**config.mk**
```make
export PLATFORM = sky130hd
export DESIGN_NAME = acsp_device_flat
export DESIGN_NICKNAME = d
export VERILOG_FILES = /design/src/common/acsp_pkg.sv /design/src/common/acsp_if.sv /design/src/acsp_device.sv /design/src/flat_wrapper.sv
export SDC_FILE = /design/constraint.sdc
export NUM_CORES = 1
export LEC_CHECK = 0
export ABC_AREA = 1
export BUFFER_PORTS_ARGS = -buffer_cell sky130_fd_sc_hd__buf_2
export CORE_ASPECT_RATIO = 0.8
export CORE_MARGIN = 3
export CORE_UTILIZATION = 30
export CTS_BUF_LIST = sky130_fd_sc_hd__clkbuf_4 sky130_fd_sc_hd__clkbuf_8 sky130_fd_sc_hd__clkbuf_16
export DETAILED_ROUTE_END_ITERATION = 12
export GPL_TIMING_DRIVEN = 0
export HOLD_SLACK_MARGIN = 0.1
export PLACE_DENSITY_LB_ADDON = 0.08
export SETUP_SLACK_MARGIN = 0.5
export SLEW_MARGIN = 40
export SYNTH_ARGS = -nofsm -noshare
export SYNTH_HDL_FRONTEND = slang
export SYNTH_SLANG_ARGS = --single-unit
```
**constraint.sdc**
```tcl
create_clock -name clk_sys -period 6.55 [get_ports clk_sys]
set_input_delay 0.655 -clock clk_sys [delete_from_list [all_inputs] [get_ports clk_sys]]
set_output_delay 0.655 -clock clk_sys [all_outputs]
set_load 0.01 [all_outputs]
```
**src/common/acsp_pkg.sv**
```systemverilog
/*
 Constants shared by both ends of the audio serial port.
 Assumes one system clock drives both ends; the master clock of the codec
 is modelled as a clock-enable pulse train derived from clk_sys.
*/
// Behaviour
// Bit clock is master over four times N.
// Frame sync falls on bit clock rise.
// Both ends start frame at sync fall.
// One frame per audio sample period.
// Frame sync announces device ready both ways.
// Data moves only inside frame interval.
// Host sends DAC samples, control, GPIO.
// Device sends ADC samples, status, GPIO.
// Master clock between 6.144 and 12.288 MHz.
// All port clocks derive from master clock.
// Quadraphonic mode clocks all codecs from master.
// Reset clears counters, restarts known frame.
// Divisor N is a parameter, default one; here N is the divN input port, and 0 on it selects one.
package acsp_pkg;
  localparam int          ACSP_FRAME_BITS   = 64;
  localparam int          ACSP_CNT_W        = 6;
  localparam int          ACSP_DIV_W        = 8;
  localparam int          ACSP_MCLK_DIV     = 12;
  localparam int          ACSP_FRAME_PERIOD = 256;
  localparam int          ACSP_PERIOD_W     = 9;
  localparam logic [7:0]  ACSP_N_RESET      = 8'h01;
  localparam int          ACSP_SYNC_BITS    = 1;
  localparam logic [63:0] ACSP_WORD_RESET   = 64'h0;
endpackage

```
**src/common/acsp_if.sv**
```systemverilog
/*
 Pin-level link between the codec audio port and its host.
 Assumes both ends share clk_sys; the bit clock is a level on a wire.
*/
`timescale 1ns/1ns
interface acsp_if;
  logic audioBitClock;
  logic audioFrameSync;
  logic audioSerialIn;
  logic audioSerialOut;
  modport device (output audioBitClock, output audioFrameSync,
                  output audioSerialOut, input audioSerialIn);
  modport host   (input audioBitClock, input audioFrameSync,
                  input audioSerialOut, output audioSerialIn);
endinterface

```
**src/acsp_device.sv**
```systemverilog
/*
 Codec end: makes bit clock and frame sync, shifts 64-bit frames.
 Assumes the host keeps its own timing against the frame sync.
*/
`timescale 1ns/1ns
module acsp_device
  import acsp_pkg::*;
#(
  parameter int MCLK_DIV     = ACSP_MCLK_DIV,
  parameter int FRAME_PERIOD = ACSP_FRAME_PERIOD
) (
  input  wire logic        clk_sys,
  input  wire logic        nrst,
  input  wire logic        clkEn,
  input  wire logic [7:0]  divN,
  input  wire logic        quadMode,
  input  wire logic [63:0] txWord,
  acsp_if.device           link,
  output logic             txTaken,
  output logic [63:0]      rxWord,
  output logic             rxValid,
  output logic             masterTickOut,
  output logic             modemClockTick
);
  typedef enum logic [1:0] {ACSP_IDLE, ACSP_SYNC, ACSP_DATA} acsp_state_t;
  acsp_state_t              state_reg, state_next;
  logic [7:0]               mclkCnt_reg;
  logic [9:0]               bitDivCnt_reg;
  logic                     sclk_reg, fsync_reg, sout_reg;
  logic [ACSP_CNT_W-1:0]    bitCnt_reg;
  logic [ACSP_PERIOD_W-1:0] perCnt_reg;
  logic [63:0]              shTx_reg, shRx_reg;
  logic                     modemTick_reg, mtick_reg;
  wire  [7:0]               nEff = (divN == 8'h00) ? ACSP_N_RESET : divN;
  wire  [9:0]               halfDiv = {nEff, 1'b0} - 10'd1;
  wire                      mTick = clkEn &&
                                    (mclkCnt_reg == 8'(MCLK_DIV - 1));
  wire                      halfEdge = mTick && (bitDivCnt_reg == halfDiv);
  wire                      sclkRise = halfEdge && !sclk_reg;
  wire                      sclkFall = halfEdge && sclk_reg;
  wire                      frameDue = perCnt_reg ==
                                       ACSP_PERIOD_W'(FRAME_PERIOD - 1);
  wire                      lastBit = bitCnt_reg ==
                                      ACSP_CNT_W'(ACSP_FRAME_BITS - 1);
  //////////////////////////////////////////////////////////////////////
  // Master clock and bit clock dividers
  always_ff @(posedge clk_sys or negedge nrst) begin
    if (!nrst) begin
      mclkCnt_reg   <= 8'h00;
      bitDivCnt_reg <= 10'h000;
      sclk_reg      <= 1'b0;
      mtick_reg     <= 1'b0;
      modemTick_reg <= 1'b0;
    end else if (clkEn) begin
      mclkCnt_reg   <= mTick ? 8'h00 : mclkCnt_reg + 8'h01;
      mtick_reg     <= mTick;
      modemTick_reg <= mTick && quadMode;
      if (mTick) begin
        bitDivCnt_reg <= halfEdge ? 10'h000 : bitDivCnt_reg + 10'h001;
        if (halfEdge)
          sclk_reg <= !sclk_reg;
      end
    end
  end
  //////////////////////////////////////////////////////////////////////
  // Frame sequencer
  always_comb begin
    state_next = state_reg;
    unique case (state_reg)
      ACSP_IDLE: if (sclkRise && frameDue) state_next = ACSP_SYNC;
      ACSP_SYNC: if (sclkRise) state_next = ACSP_DATA;
      // Leave on the 64th fall, so the last bit is still sampled
      ACSP_DATA: if (sclkFall && lastBit) state_next = ACSP_IDLE;
    endcase
  end
  always_ff @(posedge clk_sys or negedge nrst) begin
    if (!nrst) begin
      state_reg  <= ACSP_IDLE;
      perCnt_reg <= '0;
      bitCnt_reg <= '0;
      fsync_reg  <= 1'b1;
      sout_reg   <= 1'b0;
      shTx_reg   <= ACSP_WORD_RESET;
      shRx_reg   <= ACSP_WORD_RESET;
      rxWord     <= ACSP_WORD_RESET;
      rxValid    <= 1'b0;
      txTaken    <= 1'b0;
    end else if (clkEn) begin
      state_reg <= state_next;
      rxValid   <= 1'b0;
      txTaken   <= 1'b0;
      if (sclkRise)
        perCnt_reg <= frameDue ? '0 : perCnt_reg + 1'b1;
      if (sclkRise && state_reg == ACSP_IDLE && frameDue) begin
        fsync_reg <= 1'b0;
        shTx_reg  <= txWord;
        txTaken   <= 1'b1;
        bitCnt_reg <= '0;
      end
      if (sclkRise && state_reg == ACSP_SYNC)
        fsync_reg <= 1'b1;
      if (sclkRise && state_reg != ACSP_IDLE) begin
        sout_reg <= shTx_reg[63];
        shTx_reg <= {shTx_reg[62:0], 1'b0};
      end
      if (sclkFall && state_reg == ACSP_DATA) begin
        shRx_reg   <= {shRx_reg[62:0], link.audioSerialIn};
        bitCnt_reg <= bitCnt_reg + 1'b1;
        if (lastBit) begin
          rxWord  <= {shRx_reg[62:0], link.audioSerialIn};
          rxValid <= 1'b1;
        end
      end
    end
  end
  assign link.audioBitClock  = sclk_reg;
  assign link.audioFrameSync = fsync_reg;
  assign link.audioSerialOut = sout_reg;
  assign masterTickOut       = mtick_reg;
  assign modemClockTick      = modemTick_reg;
endmodule

```
**src/flat_wrapper.sv**
```systemverilog
// flat-port wrapper written by rule: the top's interface ports become plain ports
module acsp_device_flat import acsp_pkg::*;
#(
  parameter int MCLK_DIV     = ACSP_MCLK_DIV,
  parameter int FRAME_PERIOD = ACSP_FRAME_PERIOD
)
  (clk_sys, nrst, clkEn, divN, quadMode, txWord, txTaken, rxWord, rxValid, masterTickOut, modemClockTick, link_audioBitClock, link_audioFrameSync, link_audioSerialOut, link_audioSerialIn);
  acsp_if link_i ();
  input  wire logic clk_sys;
  input  wire logic nrst;
  input  wire logic clkEn;
  input  wire logic [7:0] divN;
  input  wire logic quadMode;
  input  wire logic [63:0] txWord;
  output logic txTaken;
  output logic [63:0] rxWord;
  output logic rxValid;
  output logic masterTickOut;
  output logic modemClockTick;
  output wire logic [$bits(link_i.audioBitClock)-1:0] link_audioBitClock;
  output wire logic [$bits(link_i.audioFrameSync)-1:0] link_audioFrameSync;
  output wire logic [$bits(link_i.audioSerialOut)-1:0] link_audioSerialOut;
  input wire logic [$bits(link_i.audioSerialIn)-1:0] link_audioSerialIn;
  assign link_audioBitClock = link_i.audioBitClock;
  assign link_audioFrameSync = link_i.audioFrameSync;
  assign link_audioSerialOut = link_i.audioSerialOut;
  assign link_i.audioSerialIn = link_audioSerialIn;
  acsp_device #(.MCLK_DIV(MCLK_DIV), .FRAME_PERIOD(FRAME_PERIOD)) u_core (.clk_sys(clk_sys), .nrst(nrst), .clkEn(clkEn), .divN(divN), .quadMode(quadMode), .txWord(txWord), .link(link_i), .txTaken(txTaken), .rxWord(rxWord), .rxValid(rxValid), .masterTickOut(masterTickOut), .modemClockTick(modemClockTick));
endmodule
```
== Word level (Yosys, flattened, before mapping) ==
Cells that the tools add are included.

* Bits in read-only memories: 0
* Memories kept: 0
* Bits in writable memories: 0
* Logic and storage cells: 75
* Bits in registers: 233
* Output and inout bits: 71
* Latch bits: 0
* Input port bits: 77

* Bitwise operators: 0
* Multiplexer cells: 17
* Order comparisons: 0
* $add $sub $neg: 5
* Multiply operators: 0
* Shifts and indexed selects: 0
* Reductions and logical operators: 29
* Eq/ne operators: 9
* Divide/modulo/power cells: 0

{| class="wikitable"
|+ Operators by type and width
! kind !! count
|-
| $mux 64 || 2
|-
| $mux 8 || 2
|-
| $reduce_and 2->1 || 7
|-
| $logic_and 1x1->1 || 12
|-
| $mux 6 || 2
|-
| $add 10x1->10 const B || 1
|-
| $eq 10x10->1 || 1
|-
| $mux 10 || 1
|-
| $sub 9x1->10 const B || 1
|-
| $add 9x1->9 const B || 1
|-
| $eq 9x8->1 const B || 1
|-
| $mux 9 || 1
|-
| $add 8x1->8 const B || 1
|-
| $eq 8x4->1 const B || 1
|-
| $logic_not 8->1 || 1
|-
| $reduce_bool 2->1 || 4
|-
| $add 6x1->6 const B || 1
|-
| $eq 6x6->1 const B || 1
|-
| $mux 2 || 3
|-
| $ne 2x1->1 const B || 3
|-
| $pmux 2 s3 || 1
|-
| $reduce_and 3->1 || 2
|-
| $mux 1 || 5
|-
| $reduce_and 4->1 || 1
|-
| other kinds (4) || 4
|}

== Logic depth before layout (Yosys ltp) ==
* Depth after elaboration: 10
* Gate-level depth with buffers: 25

== Worst setup path after synthesis ==
No wires, ideal clock.

* Path type: in2reg
* Start point: input divN[5]
* End point: register u_core.sout_reg, in the netlist u_core.link.audioSerialOut
* Setup time: 127 ps
* Buffers on the path: 3
* Data arrival time: 3086 ps
* Path slack: 3336 ps
* Stages on the path: 19
* Cells stage by stage: nor2_1 -> nand2_1 -> inv_2 -> nand2_2 -> nand2_1 -> clkinv_1 -> ha_1 -> nand2_1 -> nand3_1 -> nor2_1 -> nand3_1 -> nor2_1 -> nand3_2 -> nor2_4 -> nand3_1 -> buf_2 -> buf_6 -> buf_4 -> mux2_1

* Longest elaborated chain between the ends: 8

{| class="wikitable"
|+ Ends and longest elaborated chain
! item !! line !! RTL
|-
| start, declared || flat_wrapper.sv:12 || <nowiki>input wire logic [7:0] divN;</nowiki>
|-
| $logic_not 8->1 || acsp_device.sv:34 || <nowiki>wire [7:0] nEff = (divN == 8'h00) ? ACSP_N_RESET : divN;</nowiki>
|-
| $mux 8 (*) || acsp_device.sv:34 ||
|-
| $sub 9x1->10 (*) || acsp_device.sv:35 || <nowiki>wire [9:0] halfDiv = {nEff, 1'b0} - 10'd1;</nowiki>
|-
| $eq 10x10->1 (*) || acsp_device.sv:38 || <nowiki>wire halfEdge = mTick && (bitDivCnt_reg == halfDiv);</nowiki>
|-
| $logic_and 1x1->1 (*) || acsp_device.sv:38 ||
|-
| $logic_and 1x1->1 (*) || acsp_device.sv:39 || <nowiki>wire sclkRise = halfEdge && !sclk_reg;</nowiki>
|-
| $logic_and 1x1->1 (*) || acsp_device.sv:102 || <nowiki>if (sclkRise && state_reg != ACSP_IDLE) begin</nowiki>
|-
| $reduce_and 2->1 (no source line) (*) || - ||
|-
| end signal, assigned || acsp_device.sv:103 || <nowiki>sout_reg <= shTx_reg[63];</nowiki>
|-
| end, declared || acsp_device.sv:29 || <nowiki>logic sclk_reg, fsync_reg, sout_reg;</nowiki>
|}

Mark *: on every way between the ends. The rest lies on a longest branch, timed or not.
A chain may end at the register's enable or synchronous reset.

== Worst setup path after layout ==
* Start point: input divN[5]
* End point: register u_core.rxWord[10]

* Longest elaborated chain between the ends: 8

{| class="wikitable"
|+ Ends and longest elaborated chain
! item !! line !! RTL
|-
| $logic_not 8->1 || acsp_device.sv:34 ||
|-
| $mux 8 (*) || acsp_device.sv:34 ||
|-
| $sub 9x1->10 (*) || acsp_device.sv:35 ||
|-
| $eq 10x10->1 (*) || acsp_device.sv:38 ||
|-
| $logic_and 1x1->1 (*) || acsp_device.sv:38 ||
|-
| $logic_and 1x1->1 (*) || acsp_device.sv:40 || <nowiki>wire sclkFall = halfEdge && sclk_reg;</nowiki>
|-
| $logic_and 1x1->1 (*) || acsp_device.sv:106 || <nowiki>if (sclkFall && state_reg == ACSP_DATA) begin</nowiki>
|-
| $reduce_and 3->1 (no source line) (*) || - ||
|-
| end signal, assigned || acsp_device.sv:110 || <nowiki>rxWord <= {shRx_reg[62:0], link.audioSerialIn};</nowiki>
|-
| end, declared || acsp_device.sv:20 || <nowiki>output logic [63:0] rxWord,</nowiki>
|}

Marks and branches as above.

==> results.toml <==
[placement]
place.port_buffers = 147
hpwl_um = 19000
gp_congestion = 0.744
place_worst_setup_slack_ns = 2.15

[sta]
timing.fmax_mhz = 267
setup_viol = 0
timing_max_transition_violations_final = 0
fin_skew_ns = 0.0140
final_worst_path_period_need_ns = 3.75
worst_slew_margin_rel_pct = 48.2
rsz_0062_raised_after_global_routing = "no"
final_hold_viol_count = 0
final.setup.tns_ns = 0
worstMarginPinSlew_ns = 0.771
worst_slack_ns = 2.80
min_period_over_period_pct = 57.2
worst_hold_slack_ns = 0.325

[die]
fp.dieArea_um2 = 39600
initial_core_util_pct = 30.8
core_area_um2 = 36300
std_cell_rows = 62
io-pin-count = 148
die_y_um = 179
die_width_um = 222

[setup_path]
cpMaxStageDelayCell = "sky130_fd_sc_hd__nor4_4"
worst_setup_path_end_kind = "register"
timing.critical_path.cells = "buf_2 > nor2_1 > nand2_1 > inv_2 > nand2_2 > nand2_1 > clkinv_1 > ha_1 > nand2_1 > nor2_1 > nor2_1 > nand3_1 > nor2_1 > nand3_2 > nor4_4 > nand2_1 > clkbuf_1 > buf_2 > o21ai_1 > inv_2"
critical_path.max_stage_delay_ns = 0.62
r2r_end = "u_core.rxWord[10]"
worstReg2RegStart = "u_core.mclkCnt_reg[1]"
cp.buffers_inverters = 6
worst-r2r-setup-slack_ns = 3.17
cp_data_required_time_ns = 6.99
crit_path_max_fanout = 10
path_class = "input port to register"
reg2regPathDepth = 14
worstSetupPathDepth = 20
critPathTopFamily = "simple AND/OR/NAND/NOR gates"
startpoint_type = "input port"
worst_ep_arrival_time_ns = 4.19

[detailed_routing]
drt.antenna.violating_nets = 0
drt_pre_antenna_iters = 5
vias = 9114
wirelength_um = 27500
drc_errors = 0
routed_wire_length_per_instance_um = 12.6
route.detailed.vias_per_inst = 4.16
drtIter0Drc = 523

[worst_hold_path]
hold_path_class = "input port to register"
hold-path-cell-count = 2
hold-path-endpoint = "u_core.modemClockTick"
min_from = "quadMode"

[synth]
synth.net_count = 1592
synth.lib_cells_used.distinct = 34
synth_seq_area_share_pct = 52.2
syn_avg_cell_area_um2 = 7.41
syn-cell-area_um2 = 11200
synth_largest_area_cell = "sky130_fd_sc_hd__dfrtp_1"
ys_seq_elements = 233
synth_cells = 1507
yosys_warnings = 0
synth_top_area_share_pct = 52.0
post_synth_main_area_contributors = "sky130_fd_sc_hd__dfrtp_1, sky130_fd_sc_hd__nand2_1, sky130_fd_sc_hd__inv_1"

[grt]
antenna_found_initial = 0
grt_pass1_wl_um = 46300
first_global_vias = 8888
pin_count_of_the_biggest_net_entering_global_routing = 67
grt-ovfl-total = 0
grt_use_total_pct = 14.1

[cells_and_area]
multi_input_area_um2 = 3890
insertedDiodeCount = 0
syn2layout_area_growth_pct = 22.4
layout.filler_cells = 3907
seqCellArea_um2 = 5830
nNetsFinal = 1773
post_route_cells_drive_above_1_share_pct = 17.2

[power_and_ir_drop]
p_sw_share_pct = 22.3
netSwitchingPower_uw = 756
power.combinational.fraction_pct = 5.0
finalPower_mw = 3.39
worst_ir_drop_vdd_v = 0.000182
p_int_mw = 2.63
leakage_nw = 7.99
power.clock.fraction_pct = 51.3
pwr-share-seq_pct = 43.6
power_density_nw_per_um2 = 248

[status]
run_status = "finished, final reports clean"

[clock_network]
cts_buffers = 28
cts_tree = "done"
clk-insertion-delay-late_ns = 0.55
clkSinkCount = 233
max-clock-path-buffers = 3
ctsHtreeMaxLevel = 1
cts_root_buffer = "sky130_fd_sc_hd__clkbuf_16"
cts.clk_slew.worst_paths_ns = 0.06

[run]
drv.max_cap_violation_count = 0
[cells in the final DEF, fill, tap and decap left out, types with 2 or more instances in the layout]
cell                          n
sky130_fd_sc_hd__nand2_1    613
sky130_fd_sc_hd__inv_1      258
sky130_fd_sc_hd__dfrtp_1    232
sky130_fd_sc_hd__buf_2      166
sky130_fd_sc_hd__o21ai_1     80
sky130_fd_sc_hd__inv_2       61
sky130_fd_sc_hd__o21ai_0     60
sky130_fd_sc_hd__nor2_1      38
sky130_fd_sc_hd__nand3_1     38
sky130_fd_sc_hd__clkbuf_1    34
sky130_fd_sc_hd__clkbuf_16   28
sky130_fd_sc_hd__xor2_1      17
sky130_fd_sc_hd__nor3_1      10
sky130_fd_sc_hd__ha_1         8
sky130_fd_sc_hd__a21oi_1      7
sky130_fd_sc_hd__clkbuf_8     7
sky130_fd_sc_hd__nand4_1      6
sky130_fd_sc_hd__clkinv_2     6
sky130_fd_sc_hd__bufinv_16    6
sky130_fd_sc_hd__nand3b_1     3
sky130_fd_sc_hd__buf_16       3
sky130_fd_sc_hd__xnor2_1      2
sky130_fd_sc_hd__nand3_2      2
sky130_fd_sc_hd__clkbuf_4     2
[how the worst max path moves through the flow]
stage,from,endpoint,slack [ns]
finish,divN[5],u_core.rxWord[10],2.80
floorplan,divN[5],u_core.link.audioSerialOut,3.34
CTS,divN[5],u_core.rxWord[57],2.74
global route,divN[5],u_core.rxWord[13],2.30
global placement,nrst,u_core.shRx_reg[37],0.13
detailed placement,divN[5],u_core.rxWord[51],2.15
[Yosys cell counts]
master and number:
sky130_fd_sc_hd__mux2i_1 1, sky130_fd_sc_hd__nor4_4 1, sky130_fd_sc_hd__nand4_1 6, sky130_fd_sc_hd__a211oi_1 1, sky130_fd_sc_hd__a22o_1 1, sky130_fd_sc_hd__nor4_1 1, sky130_fd_sc_hd__dfrtp_1 232, sky130_fd_sc_hd__buf_2 20
sky130_fd_sc_hd__mux2_1 1, sky130_fd_sc_hd__o21a_1 1, sky130_fd_sc_hd__clkinv_1 1, sky130_fd_sc_hd__clkbuf_1 34, sky130_fd_sc_hd__nand2_1 613, sky130_fd_sc_hd__a221oi_1 1, sky130_fd_sc_hd__o21ai_0 60, sky130_fd_sc_hd__inv_2 61
sky130_fd_sc_hd__or2_2 1, sky130_fd_sc_hd__buf_4 1, sky130_fd_sc_hd__nor2_4 1, sky130_fd_sc_hd__nand3b_1 3, sky130_fd_sc_hd__nor2_1 38, sky130_fd_sc_hd__nand3_2 2, sky130_fd_sc_hd__nor3_1 10, sky130_fd_sc_hd__nand3_1 38
sky130_fd_sc_hd__dfstp_2 1, sky130_fd_sc_hd__ha_1 8, sky130_fd_sc_hd__nand2_2 1, sky130_fd_sc_hd__or2_0 1, sky130_fd_sc_hd__inv_1 258, sky130_fd_sc_hd__xnor2_1 2, sky130_fd_sc_hd__a21oi_1 8, sky130_fd_sc_hd__buf_6 1
sky130_fd_sc_hd__o21ai_1 81, sky130_fd_sc_hd__xor2_1 17
[logic make-up (layout without fill, tap and decap cells)]
logic type	Yosys count	in the layout	synth area share, %
DFF	233	233	52.2
adders and majority gates	8	8	0.896
muxes	2	2	0.190
AOI/OAI and AO/OA	153	153	6.97
buffers and inverters	376	579	13.0
xor gates and xnor gates	19	19	1.49
and+or+nand+nor	716	716	25.3
[per-layer routing]
metal  global-route usage [%]  part of all wire, %  vias up
met1                     19.9                   50     4152
met2                     22.5                   44      128
met4                     3.09                  2.0        0
met3                     2.95                  4.4       33
met5                        0                    0        -
li1                         -                    -     4801
[area by class of cell]
| class | count | share of cell area [%] |
|---|---|---|
| plain buffers | 56 | 1.80 |
| clock buffers | 37 | 5.94 |
| clock inverters | 15 | 1.78 |
| inverters | 320 | 8.79 |
| multi-input cells | 898 | 28.5 |
| flip-flops and latches | 233 | 42.7 |
| well taps | 480 | 4.39 |
| repair buffers | 151 | 6.13 |
[repair_timing]
| action | in CTS | in global routing |
|---|---|---|
| hold endpoints to repair | 38 | 0 |
| hold buffers | 1 | 0 |
| buffers inserted | 0 | 0 |
| endpoints found under the setup margin | 0 | 0 |
| resized for setup | 0 | 0 |
[power by group through the flow]
stage | Clock (mW) | Combinational, mW | Sequential (mW)
after CTS | 1.81 | 0.177 | 1.48
after global placement | 0 | 0.168 | 1.51
after global routing | 1.87 | 0.205 | 1.48
after floorplan | 0 | 0.0920 | 1.50
final | 1.74 | 0.171 | 1.48
after detailed placement | 0 | 0.175 | 1.50
[worst reg2reg max path, delay by kind of cell (launching register included)]
kind | cells | cell delay (ns)
DFF | 1 | 0.37
and+or+nand+nor | 9 | 1.85
AOI/OAI and AO/OA | 1 | 0.18
adders and majority gates | 1 | 0.19
buffers and inverters | 3 | 0.69
[stage by stage]
stage | instance area [um^2] | instances | util (%)
floorplan | 11200 | 1507 | -
global placement | 12500 | 2134 | 34.4
detailed placement | 12600 | 2137 | 34.7
CTS | 13700 | 2190 | 37.6
global route | 13700 | 2190 | 37.6
finish | 13700 | 2190 | 37.6
Note: power is estimated with default switching activity, not from simulation.
